`src/design/fcc_pkg.sv`:
```
// Shared constants and types of the fault collection and control block.
package fcc_pkg;
    localparam int NSRC  = 8;
    localparam int NEXT  = 5;
    localparam int AW    = 16;
    localparam int DEPTH = 8;
    localparam int IW    = 3;
    // Fault source positions.
    localparam int SRC_ST = 5;
    localparam int SRC_CE = 6;
    localparam int SRC_UE = 7;
    // Register byte offsets.
    localparam logic [7:0] OFF_CTRL   = 8'h00;
    localparam logic [7:0] OFF_STATUS = 8'h04;
    localparam logic [7:0] OFF_REACT  = 8'h08;
    localparam logic [7:0] OFF_FAKE   = 8'h0c;
    localparam logic [7:0] OFF_INJ    = 8'h10;
    localparam logic [7:0] OFF_KNOWN  = 8'h14;
    localparam logic [7:0] OFF_MIDX   = 8'h18;
    localparam logic [7:0] OFF_MDATA  = 8'h1c;
    // Field positions.
    localparam int CTRL_ENTER = 0;
    localparam int CTRL_LEAVE = 1;
    localparam int CTRL_OVER  = 2;
    localparam int CTRL_NOREA = 3;
    localparam int CTRL_RREQ  = 4;
    localparam int CTRL_STATE = 8;
    localparam int INJ_UE     = 16;
    localparam int ENT_KNOWN  = 16;
    localparam int ENT_UE     = 17;
    localparam int ENT_VLD    = 18;
    // Reaction codes, two bits per source.
    localparam logic [1:0] RX_NONE = 2'h0;
    localparam logic [1:0] RX_IRQ  = 2'h1;
    localparam logic [1:0] RX_FRST = 2'h2;
    localparam logic [1:0] RX_EXT  = 2'h3;
    // Values after reset and counts.
    localparam logic [15:0] REACT_RST   = 16'h0000;
    localparam logic [31:0] CFG_TICKS   = 32'h0001_0000;
    localparam logic [4:0]  REACT_LIMIT = 5'h10;
    localparam logic [1:0]  FOUT_OK     = 2'h1;
    localparam logic [1:0]  FOUT_FAIL   = 2'h2;
    localparam logic [1:0]  FOE_ON      = 2'h3;
    localparam logic [1:0]  FOE_OFF     = 2'h0;

    typedef enum logic [1:0] {ST_NORMAL, ST_CONFIG, ST_FAULT} fcc_state_t;

    typedef struct packed {
        logic          vld;
        logic          ue;
        logic [AW-1:0] addr;
    } fcc_ecc_t;

    typedef struct packed {
        logic          vld;
        logic          ue;
        logic          known;
        logic [AW-1:0] addr;
    } fcc_entry_t;
endpackage

```
`src/design/fcc_supervisor.sv`:
```
// Output supervisor: bounds the configuration state and catches a missing reaction.
`timescale 1ns/1ps
module fcc_supervisor #(
    parameter logic [31:0] CFG_TICKS = fcc_pkg::CFG_TICKS
) (
    // Clock and reset
    input  wire logic clk,
    input  wire logic reset,
    // Observed collector state
    input  wire logic tick,
    input  wire logic in_cfg,
    input  wire logic need,
    input  wire logic reacted,
    // Findings
    output logic      cfg_over,
    output logic      no_react
);
    logic [31:0] cfg_cnt_q;
    logic [4:0]  rea_cnt_q;

    // Counts oscillator ticks only; there is nothing to configure here.
    always_ff @(posedge clk) begin
        if (reset || !in_cfg) begin
            cfg_cnt_q <= 32'h0;
        end else if (tick && cfg_cnt_q < CFG_TICKS) begin
            cfg_cnt_q <= cfg_cnt_q + 32'h1;
        end
    end

    always_ff @(posedge clk) begin
        if (reset) begin
            cfg_over <= 1'b0;
        end else if (cfg_cnt_q == CFG_TICKS) begin
            cfg_over <= 1'b1;
        end
    end

    always_ff @(posedge clk) begin
        if (reset || !need || reacted) begin
            rea_cnt_q <= 5'h0;
        end else if (rea_cnt_q != fcc_pkg::REACT_LIMIT) begin
            rea_cnt_q <= rea_cnt_q + 5'h1;
        end
    end

    always_ff @(posedge clk) begin
        if (reset) begin
            no_react <= 1'b0;
        end else if (rea_cnt_q == fcc_pkg::REACT_LIMIT) begin
            no_react <= 1'b1;
        end
    end

    a_cfg_limit: assert property (@(posedge clk) disable iff (reset)
        cfg_cnt_q <= CFG_TICKS) else $error("config tick count beyond limit");
    a_react_quiet: assert property (@(posedge clk) disable iff (reset)
        (reacted || !need) |=> rea_cnt_q == 5'h0) else $error("reaction timer ran while reacting");
endmodule // fcc_supervisor

```
`src/design/fcc_mem_table.sv`:
```
// Reporting table of recorded memory errors, registered read port and address match.
`timescale 1ns/1ps
module fcc_mem_table (
    // Clock and reset
    input  wire logic                       clk,
    input  wire logic                       reset,
    // Write port
    input  wire logic                       we,
    input  wire logic [fcc_pkg::IW-1:0]     widx,
    input  wire fcc_pkg::fcc_entry_t        wentry,
    // Read port
    input  wire logic [fcc_pkg::IW-1:0]     ridx,
    output fcc_pkg::fcc_entry_t             rdata_q,
    // Address lookup
    input  wire logic [fcc_pkg::AW-1:0]     maddr,
    output logic                            mhit
);
    fcc_pkg::fcc_entry_t mem_q [fcc_pkg::DEPTH];

    always_ff @(posedge clk) begin
        if (reset) begin
            for (int i = 0; i < fcc_pkg::DEPTH; i++) begin
                mem_q[i] <= '0;
            end
        end else if (we) begin
            mem_q[widx] <= wentry;
        end
    end

    always_ff @(posedge clk) begin
        if (reset) begin
            rdata_q <= '0;
        end else begin
            rdata_q <= mem_q[ridx];
        end
    end

    always_comb begin
        mhit = 1'b0;
        for (int i = 0; i < fcc_pkg::DEPTH; i++) begin
            if (mem_q[i].vld && mem_q[i].addr == maddr) begin
                mhit = 1'b1;
            end
        end
    end

    a_table_write: assert property (@(posedge clk) disable iff (reset)
        we |=> mem_q[$past(widx)] == $past(wentry)) else $error("table entry not written");
endmodule // fcc_mem_table

```
`src/design/fcc_fault_collector.sv`:
```
// Fault collector top: bus slave, fault status, reactions and memory error handling.
//
// Function
// Collect every safety mechanism fault and enter the configured safe state.
// Each fault source has its own reaction setting.
// Reactions are none, interrupt, functional reset or external failure pins.
// Collection and reaction need no processor, except the interrupt reaction.
// Supervisor requests reset when the collector fails to react.
// Supervisor is fixed and bounds config state to 10000h oscillator ticks.
// Two failure output pins report critical failures off chip.
// Failure pins are undriven while in reset.
// Reaction settings change only in config state; other writes are ignored.
// External monitor watches failure pins and holds system safe in time.
// Software sets every safety relevant reaction before safe operation.
// Software clears status to leave fault state, limiting repeated clears; the code keeps no limit on clears.
// Memory error manager records each error address and its correctability.
// Report new correctable errors and every uncorrectable error.
// Recorded errors are readable by software through registers.
// Known addresses written by software suppress later correctable reports.
// Software can inject fake faults into the collector paths.
// Software can inject memory ECC errors into the reporting path.
// Self test faults go either to the reset generator or the collector.
// Each source status flag is sticky until software clears it.
// Overlong config state raises a reset request.
`timescale 1ns/1ps
module fcc_fault_collector #(
    parameter logic [31:0] CFG_TICKS = fcc_pkg::CFG_TICKS
) (
    // Clock and reset
    input  wire logic                       clk,
    input  wire logic                       reset,
    // Wishbone slave
    input  wire logic                       wb_cyc,
    input  wire logic                       wb_stb,
    input  wire logic                       wb_we,
    input  wire logic [7:0]                 wb_adr,
    input  wire logic [3:0]                 wb_sel,
    input  wire logic [31:0]                wb_dat_w,
    output logic [31:0]                     wb_dat_r,
    output logic                            wb_ack,
    // Fault sources
    input  wire logic [fcc_pkg::NEXT-1:0]   fault_in,
    input  wire logic                       st_fault,
    input  wire logic                       st_to_reset,
    input  wire fcc_pkg::fcc_ecc_t          ecc_in,
    // Internal RC oscillator
    input  wire logic                       osc_in,
    // Reactions
    output logic                            irq,
    output logic                            func_reset,
    output logic                            reset_req,
    output logic [1:0]                      failure_out,
    output logic [1:0]                      failure_oe
);
    localparam int N = fcc_pkg::NSRC;

    fcc_pkg::fcc_state_t state_q;
    fcc_pkg::fcc_ecc_t   inj_q;
    fcc_pkg::fcc_ecc_t   evt_in;
    fcc_pkg::fcc_ecc_t   evt_q;
    fcc_pkg::fcc_entry_t ent_w;
    fcc_pkg::fcc_entry_t ent_r;

    logic [N-1:0]   status_q, set_v, clr_v, fake_q;
    logic [N-1:0]   irq_m, frst_m, ext_m, any_m;
    logic [2*N-1:0] react_q;
    logic [31:0]    bm, wd, rd_d, dat_q;
    logic [7:0]     adr;
    logic           req, wr, ack_q;
    logic           irq_q, fail_q, frst_q, rreq_q, reacted_q;
    logic [1:0]     fout_q, foe_q;
    logic           osc_s1_q, osc_s2_q, osc_s3_q, osc_lvl_q, tick;
    logic           need, fr_new, cfg_over, no_react, mhit, st_rst;
    logic           hw_we, kn_wr, tbl_we;
    logic [2:0]     wptr_q, ridx_q;

    // Bus decode.
    assign adr = {wb_adr[7:2], 2'b00};
    assign req = wb_cyc && wb_stb;
    // A write lands at the edge where the master samples ack.
    assign wr  = req && wb_we && ack_q;
    assign bm  = {{8{wb_sel[3]}}, {8{wb_sel[2]}}, {8{wb_sel[1]}}, {8{wb_sel[0]}}};
    assign wd  = wb_dat_w & bm;
    assign clr_v = (wr && adr == fcc_pkg::OFF_STATUS) ? wd[N-1:0] : '0;
    assign kn_wr = wr && adr == fcc_pkg::OFF_KNOWN;

    // Known address writes wait while a memory error is about to be recorded,
    // so the table never sees two writers in one cycle.
    always_ff @(posedge clk) begin
        if (reset) begin
            ack_q <= 1'b0;
        end else begin
            ack_q <= req && !ack_q &&
                     !(wb_we && adr == fcc_pkg::OFF_KNOWN && evt_in.vld);
        end
    end

    always_comb begin
        rd_d = 32'h0;
        case (adr)
            fcc_pkg::OFF_CTRL: begin
                rd_d[fcc_pkg::CTRL_OVER]  = cfg_over;
                rd_d[fcc_pkg::CTRL_NOREA] = no_react;
                rd_d[fcc_pkg::CTRL_RREQ]  = rreq_q;
                rd_d[fcc_pkg::CTRL_STATE +: 2] = state_q;
            end
            fcc_pkg::OFF_STATUS: rd_d[N-1:0] = status_q;
            fcc_pkg::OFF_REACT: rd_d[2*N-1:0] = react_q;
            fcc_pkg::OFF_MIDX: rd_d[2:0] = ridx_q;
            fcc_pkg::OFF_MDATA: rd_d[fcc_pkg::ENT_VLD:0] = ent_r;
            default: rd_d = 32'h0;
        endcase
    end

    always_ff @(posedge clk) begin
        if (reset) begin
            dat_q <= 32'h0;
        end else if (req && !ack_q) begin
            dat_q <= rd_d;
        end
    end

    // Oscillator input crosses into the clock domain through three stages.
    always_ff @(posedge clk) begin
        if (reset) begin
            osc_s1_q  <= 1'b0;
            osc_s2_q  <= 1'b0;
            osc_s3_q  <= 1'b0;
            osc_lvl_q <= 1'b0;
        end else begin
            osc_s1_q <= osc_in;
            osc_s2_q <= osc_s1_q;
            osc_s3_q <= osc_s2_q;
            if (osc_s2_q == osc_s3_q) begin
                osc_lvl_q <= osc_s3_q;
            end
        end
    end

    assign tick = osc_s2_q && osc_s3_q && !osc_lvl_q;

    // Reaction settings only move in config state.
    always_ff @(posedge clk) begin
        if (reset) begin
            react_q <= fcc_pkg::REACT_RST;
        end else if (wr && adr == fcc_pkg::OFF_REACT &&
                     state_q == fcc_pkg::ST_CONFIG) begin
            react_q <= (react_q & ~bm[2*N-1:0]) | wd[2*N-1:0];
        end
    end

    always_comb begin
        for (int i = 0; i < N; i++) begin
            irq_m[i]  = react_q[2*i +: 2] == fcc_pkg::RX_IRQ;
            frst_m[i] = react_q[2*i +: 2] == fcc_pkg::RX_FRST;
            ext_m[i]  = react_q[2*i +: 2] == fcc_pkg::RX_EXT;
            any_m[i]  = react_q[2*i +: 2] != fcc_pkg::RX_NONE;
        end
    end

    // Fake faults and injected ECC errors enter exactly where real ones do.
    always_ff @(posedge clk) begin
        if (reset) begin
            fake_q <= '0;
            inj_q  <= '0;
        end else begin
            fake_q <= (wr && adr == fcc_pkg::OFF_FAKE) ? wd[N-1:0] : '0;
            inj_q.vld  <= wr && adr == fcc_pkg::OFF_INJ;
            inj_q.ue   <= wd[fcc_pkg::INJ_UE];
            inj_q.addr <= wd[fcc_pkg::AW-1:0];
        end
    end

    assign evt_in = inj_q.vld ? inj_q : ecc_in;

    always_ff @(posedge clk) begin
        if (reset) begin
            evt_q <= '0;
        end else begin
            evt_q <= evt_in;
        end
    end

    // Memory error recording: unknown addresses take the next slot, oldest first.
    assign hw_we  = evt_q.vld && !mhit;
    assign tbl_we = hw_we || kn_wr;

    always_comb begin
        ent_w = '0;
        if (hw_we) begin
            ent_w.vld  = 1'b1;
            ent_w.ue   = evt_q.ue;
            ent_w.addr = evt_q.addr;
        end else begin
            ent_w.vld   = 1'b1;
            ent_w.known = 1'b1;
            ent_w.addr  = wd[fcc_pkg::AW-1:0];
        end
    end

    always_ff @(posedge clk) begin
        if (reset) begin
            wptr_q <= 3'h0;
        end else if (tbl_we) begin
            wptr_q <= wptr_q + 3'h1;
        end
    end

    always_ff @(posedge clk) begin
        if (reset) begin
            ridx_q <= 3'h0;
        end else if (wr && adr == fcc_pkg::OFF_MIDX) begin
            ridx_q <= wd[2:0];
        end
    end

    fcc_mem_table u_table (
        .clk    (clk),
        .reset  (reset),
        .we     (tbl_we),
        .widx   (wptr_q),
        .wentry (ent_w),
        .ridx   (ridx_q),
        .rdata_q(ent_r),
        .maddr  (evt_q.addr),
        .mhit   (mhit)
    );

    // Fault sources; nothing here waits on software.
    always_comb begin
        set_v = fake_q;
        set_v[fcc_pkg::NEXT-1:0] = set_v[fcc_pkg::NEXT-1:0] | fault_in;
        set_v[fcc_pkg::SRC_ST] = fake_q[fcc_pkg::SRC_ST] || (st_fault && !st_to_reset);
        set_v[fcc_pkg::SRC_CE] = fake_q[fcc_pkg::SRC_CE] ||
                                 (evt_q.vld && !evt_q.ue && !mhit);
        set_v[fcc_pkg::SRC_UE] = fake_q[fcc_pkg::SRC_UE] || (evt_q.vld && evt_q.ue);
    end

    // A fault arriving in the same cycle as its clear stays set.
    always_ff @(posedge clk) begin
        if (reset) begin
            status_q <= '0;
        end else begin
            status_q <= (status_q & ~clr_v) | set_v;
        end
    end

    assign need   = |(status_q & any_m);
    assign fr_new = |(set_v & ~status_q & frst_m);
    assign st_rst = st_fault && st_to_reset;

    always_ff @(posedge clk) begin
        if (reset) begin
            state_q <= fcc_pkg::ST_NORMAL;
        end else begin
            case (state_q)
                fcc_pkg::ST_NORMAL, fcc_pkg::ST_FAULT: begin
                    if (wr && adr == fcc_pkg::OFF_CTRL && wd[fcc_pkg::CTRL_ENTER]) begin
                        state_q <= fcc_pkg::ST_CONFIG;
                    end else if (need) begin
                        state_q <= fcc_pkg::ST_FAULT;
                    end else begin
                        state_q <= fcc_pkg::ST_NORMAL;
                    end
                end
                fcc_pkg::ST_CONFIG: begin
                    if (cfg_over || (wr && adr == fcc_pkg::OFF_CTRL &&
                                     wd[fcc_pkg::CTRL_LEAVE])) begin
                        state_q <= need ? fcc_pkg::ST_FAULT : fcc_pkg::ST_NORMAL;
                    end
                end
                default: state_q <= fcc_pkg::ST_NORMAL;
            endcase
        end
    end

    // Interrupt and failure reactions follow the sticky flags, so they outlast the source; functional reset pulses once per new fault.
    always_ff @(posedge clk) begin
        if (reset) begin
            irq_q  <= 1'b0;
            fail_q <= 1'b0;
            frst_q <= 1'b0;
        end else begin
            irq_q  <= |(status_q & irq_m);
            fail_q <= |(status_q & ext_m);
            frst_q <= fr_new;
        end
    end

    // Dual rail failure pair: a stuck pin cannot look like the healthy pattern.
    always_ff @(posedge clk) begin
        if (reset) begin
            fout_q <= fcc_pkg::FOUT_OK;
            foe_q  <= fcc_pkg::FOE_OFF;
        end else begin
            fout_q <= (|(status_q & ext_m)) ? fcc_pkg::FOUT_FAIL : fcc_pkg::FOUT_OK;
            foe_q  <= fcc_pkg::FOE_ON;
        end
    end

    always_ff @(posedge clk) begin
        if (reset || !need) begin
            reacted_q <= 1'b0;
        end else if (irq_q || fail_q || frst_q) begin
            reacted_q <= 1'b1;
        end
    end

    fcc_supervisor #(
        .CFG_TICKS(CFG_TICKS)
    ) u_supv (
        .clk     (clk),
        .reset   (reset),
        .tick    (tick),
        .in_cfg  (state_q == fcc_pkg::ST_CONFIG),
        .need    (need),
        .reacted (reacted_q),
        .cfg_over(cfg_over),
        .no_react(no_react)
    );

    // The request holds until the reset generator resets the block.
    always_ff @(posedge clk) begin
        if (reset) begin
            rreq_q <= 1'b0;
        end else if (cfg_over || no_react || st_rst) begin
            rreq_q <= 1'b1;
        end
    end

    assign wb_ack      = ack_q;
    assign wb_dat_r    = dat_q;
    assign irq         = irq_q;
    assign func_reset  = frst_q;
    assign reset_req   = rreq_q;
    assign failure_out = fout_q;
    assign failure_oe  = foe_q;

    a_cfg_gate: assert property (@(posedge clk) disable iff (reset)
        (wr && adr == fcc_pkg::OFF_REACT && state_q != fcc_pkg::ST_CONFIG) |=> $stable(react_q))
        else $error("reaction written outside config");
    a_flag_sticky: assert property (@(posedge clk) disable iff (reset)
        (clr_v == '0) |=> (status_q & $past(status_q)) == $past(status_q))
        else $error("status flag lost without clear");
    a_set_wins: assert property (@(posedge clk) disable iff (reset)
        1'b1 |=> (status_q & $past(set_v)) == $past(set_v))
        else $error("fault event dropped");
    a_irq_follow: assert property (@(posedge clk) disable iff (reset)
        |(status_q & irq_m) |=> irq_q) else $error("interrupt reaction missing");
    a_fail_pins: assert property (@(posedge clk) disable iff (reset)
        |(status_q & ext_m) |=> fout_q == fcc_pkg::FOUT_FAIL) else $error("failure pins not set");
    a_pins_off_reset: assert property (@(posedge clk)
        $past(reset) |-> foe_q == fcc_pkg::FOE_OFF) else $error("failure pins driven in reset");
    a_ue_report: assert property (@(posedge clk) disable iff (reset)
        (evt_q.vld && evt_q.ue) |=> status_q[fcc_pkg::SRC_UE]) else $error("uncorrectable not reported");
    a_frst_cause: assert property (@(posedge clk) disable iff (reset)
        frst_q |-> $past(fr_new)) else $error("functional reset without new fault");
    a_st_route: assert property (@(posedge clk) disable iff (reset)
        st_rst |=> rreq_q) else $error("self test fault did not request reset");
    a_cfg_over_rst: assert property (@(posedge clk) disable iff (reset)
        (state_q == fcc_pkg::ST_CONFIG && cfg_over) |=> rreq_q ##0 state_q != fcc_pkg::ST_CONFIG)
        else $error("config overrun not handled");

    c_config: cover property (@(posedge clk) disable iff (reset) state_q == fcc_pkg::ST_CONFIG);
    c_ext_fail: cover property (@(posedge clk) disable iff (reset) fout_q == fcc_pkg::FOUT_FAIL);
    c_ce_known: cover property (@(posedge clk) disable iff (reset) evt_q.vld && !evt_q.ue && mhit);
    c_cfg_over: cover property (@(posedge clk) disable iff (reset) cfg_over);
endmodule // fcc_fault_collector

```
`config.mk`:
```
export PLATFORM = sky130hd
export DESIGN_NAME = fcc_fault_collector
export DESIGN_NICKNAME = d
export VERILOG_FILES = /design/src/design/fcc_pkg.sv /design/src/design/fcc_supervisor.sv /design/src/design/fcc_mem_table.sv /design/src/design/fcc_fault_collector.sv
export SDC_FILE = /design/constraint.sdc
export NUM_CORES = 1
export LEC_CHECK = 0
export BUFFER_PORTS_ARGS = -buffer_cell sky130_fd_sc_hd__buf_2
export CAP_MARGIN = 25
export CORE_MARGIN = 1.5
export CORE_UTILIZATION = 55
export DETAILED_ROUTE_END_ITERATION = 12
export PLACE_DENSITY_LB_ADDON = 0.1
export SLEW_MARGIN = 20
export SYNTH_ARGS = -nofsm -noshare
export SYNTH_HDL_FRONTEND = slang
export SYNTH_SLANG_ARGS = --single-unit
```
`constraint.sdc`:
```
create_clock -name clk -period 2.88 [get_ports clk]
set_input_delay 0.288 -clock clk [delete_from_list [all_inputs] [get_ports clk]]
set_output_delay 0.288 -clock clk [all_outputs]
set_load 0.1 [all_outputs]
```
== Word-level counts from Yosys, hierarchy flattened ==
Memories as Yosys holds them, arrays and structs flattened. A register that Yosys moved wholly into a read port is not among the register bits.
Index checks and enable logic that the tools add are counted.

* Flip-flop bits (word level): 148
* RAM bits: 152
* Output and inout bits: 40
* Word-level logic and storage cells: 200
* Memories kept: 1

* $add $sub $neg: 3
* $lt $le $gt $ge: 1
* Equality and inequality tests: 46
* Mux-type cells: 34
* Bitwise logic cells: 15
* Reduce and logical (&&, ||, !) cells: 71

{| class="wikitable"
|+ Memory list
! memory !! depth !! width !! read ports !! clocked after Yosys merged registers in !! wr ports !! line !! RTL
|-
| u_table.mem_q || 8 || 19 || 9 || 1 || 8 || fcc_mem_table.sv:18 || <nowiki>fcc_pkg::fcc_entry_t mem_q [fcc_pkg::DEPTH];</nowiki>
|}

{| class="wikitable"
|+ Operators with widths
! kind !! count
|-
| 16-bit == test || 8
|-
| 8-bit bitwise AND || 6
|-
| 2-bit == test (second input constant) || 17
|-
| 1-bit logical AND || 34
|-
| 32-bit by 1-bit adder with 32-bit output (second input constant) || 1
|-
| 32-bit by 17-bit == test with 1-bit output (second input constant) || 1
|-
| 32-bit by 17-bit < comparator with 1-bit output (second input constant) || 1
|-
| 8-bit OR reduction || 4
|-
| 6-bit by 3-bit == test with 1-bit output (second input constant) || 4
|-
| 19-bit two-way mux || 1
|-
| 19-bit OR reduction || 1
|-
| 2-bit by 1-bit == test with 1-bit output (second input constant) || 9
|-
| 18-bit two-way mux || 1
|-
| 17-bit bitwise AND || 1
|-
| 16-bit bitwise AND || 1
|-
| 1-bit two-way mux || 16
|-
| 16-bit two-way mux || 1
|-
| 16-bit NOT || 1
|-
| 8-bit NOT || 2
|-
| 16-bit OR || 1
|-
| 2-bit one-hot mux with 4 select lines || 2
|-
| 2-bit nonzero test || 8
|-
| 6-bit by 2-bit == test with 1-bit output (second input constant) || 2
|-
| 1-bit logical OR || 12
|-
| 22 further kinds || 35
|}

== Logic depth before layout (Yosys ltp) ==
An unclocked memory read counts as a cell.

* Word-level depth: 19
* Depth in mapped cells: 11
* Depth with buffers taken out: 7

== Hierarchy ==
From an unflattened synthesis, not the netlist that was laid out.

* Cells, all modules: 1343
* Area, all modules: 15090.7 um^2

{| class="wikitable"
|+ By module, submodules not included
! module !! instances !! cells an instance !! area each (um^2) !! sequential area each (um^2)
|-
| fcc_mem_table || 1 || 646 || 8882.3 || 4944.7
|-
| fcc_fault_collector || 1 || 517 || 4569.4 || 2142.1
|-
| fcc_supervisor || 1 || 180 || 1639.1 || 780.7
|}

== Least setup slack after synthesis ==
No wires, ideal clock.

* Path kind: register -> register
* Start point: register ack_q, in the netlist wb_ack
* End point: memory u_table.mem_q[0][0] (netlist name), enable pin
* Library setup time: 0.418 ns
* Arrival: 2.970 ns
* Required time: 2.462 ns
* Path slack: -0.508 ns
* Stages on the path, launching flop included: 6
* Buffers on the path: 0
* Period minus slack after synthesis: 3.388 ns
* Cell sequence: dfxtp_1 -> nand2_1 -> nor2_1 -> and3_1 -> a21oi_2 -> o21ai_0

{| class="wikitable"
|+ RTL lines
! element !! line !! RTL
|-
| start, declared || fcc_fault_collector.sv:69 || <nowiki>logic req, wr, ack_q;</nowiki>
|-
| start signal, assigned || fcc_fault_collector.sv:93 || <nowiki>ack_q <= req && !ack_q &&</nowiki>
|-
| end, declared || fcc_mem_table.sv:18 ||
|}

==> summary.txt <==
Place
  • Dpl cells: 1954
  • Port Buffers: 83
  • HPWL Detailed: 34900 um
  • Post-DP Area: 17200 um2
  • Routability congestion estimate: 0.983
  • Dpl ws: 0.0718 ns

Clock network
  • Worst skew pair latency: 0.52 ns
  • CTS tree: done
  • H-tree depth: 2
  • Root Buffer: clkbuf_16
  • CTS Buf Count: 36
  • Clock slew at reported path FFs: 0.06 ns
  • Total clock sinks: 317
  • CTS Buffer Depth: 3

Yosys
  • Mapped Avg Cell Area: 10.4 um2
  • Main synth FF type: dfxtp_1
  • Post-Syn Area: 15700 um2
  • Synth cell count leaders: dfxtp_1, edfxtp_1, nor2_1, nand2_1, xor2_1
  • Sequential share of the synthesized area: 0.495
  • Synth top area cells: edfxtp_1, dfxtp_1, xor2_1
  • Most common cell in the synthesized netlist: dfxtp_1
  • Post-synth top area share: 0.275
  • Largest area contributor in the synthesized netlist: edfxtp_1
  • Cells after Synth: 1516
  • #FFs+latches synth: 317
  • Async SR Flop Fraction: 0
  • YS warnings: 0
  • Number of synthesized flops with an enable pin: 144
  • Post-synth cell types: 67

STA
  • RSZ-0062 raised after global routing: true
  • Worst slew margin: 0.433
  • Post-route setup slack: 0.0353 ns
  • Worst clock skew: 0.0196 ns
  • Final Slew Violations: 0
  • Hold Violations, Final: 0
  • Crit share post-route: 0.988
  • Worst-Margin Slew: 0.850 ns
  • Highest clock rate: 352 MHz
  • Final setup vio count: 0
  • Final Critical Period: 2.84 ns

Final layout
  • Post-Layout Inst Area: 18500 um2
  • Diodes inserted: 0
  • Nets: 1699
  • Fillers: 2289
  • Area delta synth->final: 17.2%
  • Core Util, Final: 0.659
  • Fin cells: 2022
  • Layout cells sized above 1: 0.198

Worst setup path
  • CP endpoint kind: flip-flop
  • Slowest-stage cell, CP: nor2_4
  • Critical Setup Path Class: flip-flop to flip-flop
  • CP startpoint kind: flip-flop
  • Required @ worst endpoint: 3.24 ns
  • Critical Path AT: 3.21 ns
  • Worst stage delay on the critical path: 0.53 ns
  • Max FO, Critical Path: 23
  • Critical path cell sequence: buf_12, xor2_1, nor3_1, nand3_1, o22ai_1, or2_1, nor2_4, buf_16, buf_4, mux2i_1

Die
  • Die ar.: 29700 um2
  • Chip Width: 172 um
  • I/O pin count: 115
  • Die Ht: 172 um
  • FP Rows: 61
  • Initial Util: 0.562
  • Core ar.: 28000 um2

Global route
  • Largest net degree at the start of global routing: 55
  • Gr usage total: 0.333
  • Initial antenna violation count: 0
  • M3 GR Usage: 0.0488
  • Vias in the first global route: 12.1k
  • Layer with the highest usage: met2
  • Total gr overflow: 0
  • Met2 usage: 0.523
  • M1 GR Usage: 0.457
  • First-pass GRT wire length: 72700 um

Power
  • Leak: 6.71 nW
  • VDD IR max: 0.510 mV
  • Power after layout: 10.6 mW
  • PD cells: 572 nW/um2

Route
  • Drt via density: 6.36
  • Wirelength per Cell: 24.3 um
  • DRT Pass-1 Iters: 7
  • Routed WL: 49200 um
  • ANT nets after route: 0
  • Residual DRC: 0
  • Via count: 12.9k
  • DRT iter0 DRCs: 1557

Job
  • Max-cap violations: 0

Worst hold path
  • HP Class: input port to flip-flop

Run status
  • Status: finished, final reports clean
-- cell type report --
class / instances / area (um2) / area share
clock inverters: 11 / 61.3 / 0.00332
repair buffers: 199 / 1590 / 0.0862
flip-flops and latches: 317 / 7790 / 0.422
inverters: 12 / 45.0 / 0.00244
clock buffers: 53 / 1120 / 0.0608
well taps: 378 / 473 / 0.0256
multi-input cells: 1052 / 7370 / 0.399
-- placed cells by master, fill, tap and decap left out, drive strengths merged, types with 33 or more instances in the layout --
master and n:
buf 196, dfxtp 173, edfxtp 144, nor2 122
nand2 116, xor2 106, nand3 103, a21oi 96
mux2i 90, clkbuf 53, nand4 43, nor4 41
mux4 38, xnor2 37, nor3 34, o41ai 33
o21ai 33
-- power breakdown --
part,internal [mW],total [mW],switching [mW]
combinational,0.338,1.03,0.688
clock,2.71,4.58,1.88
sequential,4.84,4.94,0.106
-- cell families after synthesis --
| logic type | after synthesis | share of synthesized area |
|---|---|---|
| compound gates | 219 | 0.0895 |
| xor+xnor | 143 | 0.0795 |
| fa+ha+maj | 6 | 0.00477 |
| buf+inv | 159 | 0.0473 |
| flops | 317 | 0.495 |
| mux | 128 | 0.112 |
| other cells | 1 | 0.000238 |
| simple gates | 543 | 0.173 |
-- metrics by stage --
stage / hold slack [ns] / setup TNS, ns
after floorplan: 0.410 / -10.39
after global placement: 0.435 / -6.10
after detailed placement: 0.443 / 0
after CTS: 0.00412 / 0
after global routing: 0.0180 / -0.0542
final: 0.00718 / 0
-- worst paths after layout --
kind	startpoint	endpoint	slack (ns)	cells after the start
setup reg to reg	evt_q[0]	u_table.mem_q[5][14]	0.04	10
hold / removal	wb_dat_w[5]	inj_q[5]	0.007	2
setup / recovery	evt_q[0]	u_table.mem_q[5][14]	0.04	10
hold reg to reg	u_table.rdata_q[16]	wb_dat_r[16]	0.46	2
-- state kept, by name, summed over array words and instances, names as in the netlist, 2 cells and up, named ones only --
register          count
u_table.mem_q       152
u_supv.cfg_cnt_q     32
u_table.rdata_q      19
wb_dat_r             19
evt_q                18
inj_q                18
fake_q                8
status_q              8
u_supv.rea_cnt_q      5
ridx_q                3
wptr_q                3
state_q               2
-- critical path: cells and delay by family, from the launching register on --
family,cells,cell delay [ns]
AOI/OAI and AO/OA,1,0.10
buffers and inverters,3,0.63
and+or+nand+nor,4,1.03
DFF,1,0.37
xor gates and xnor gates,1,0.33
muxes,1,0.21
-- what timing repair did --
action                                  CTS  global route
gates resized for setup                   0             8
buffers inserted                          0             1
hold buffers                              3             0
endpoints found under the hold margin     3             0
endpoints found under the setup margin    0           169
-- metal layers --
metal | up-vias | share of wire | wire length (um)
li1 | 5741 | - | -
met1 | 6244 | 0.41 | 20100
met2 | 738 | 0.46 | 22500
met3 | 134 | 0.091 | 4470
met4 | 0 | 0.045 | 2200
met5 | - | 0 | 0
No activity file was read; power rests on OpenSTA's default activity.
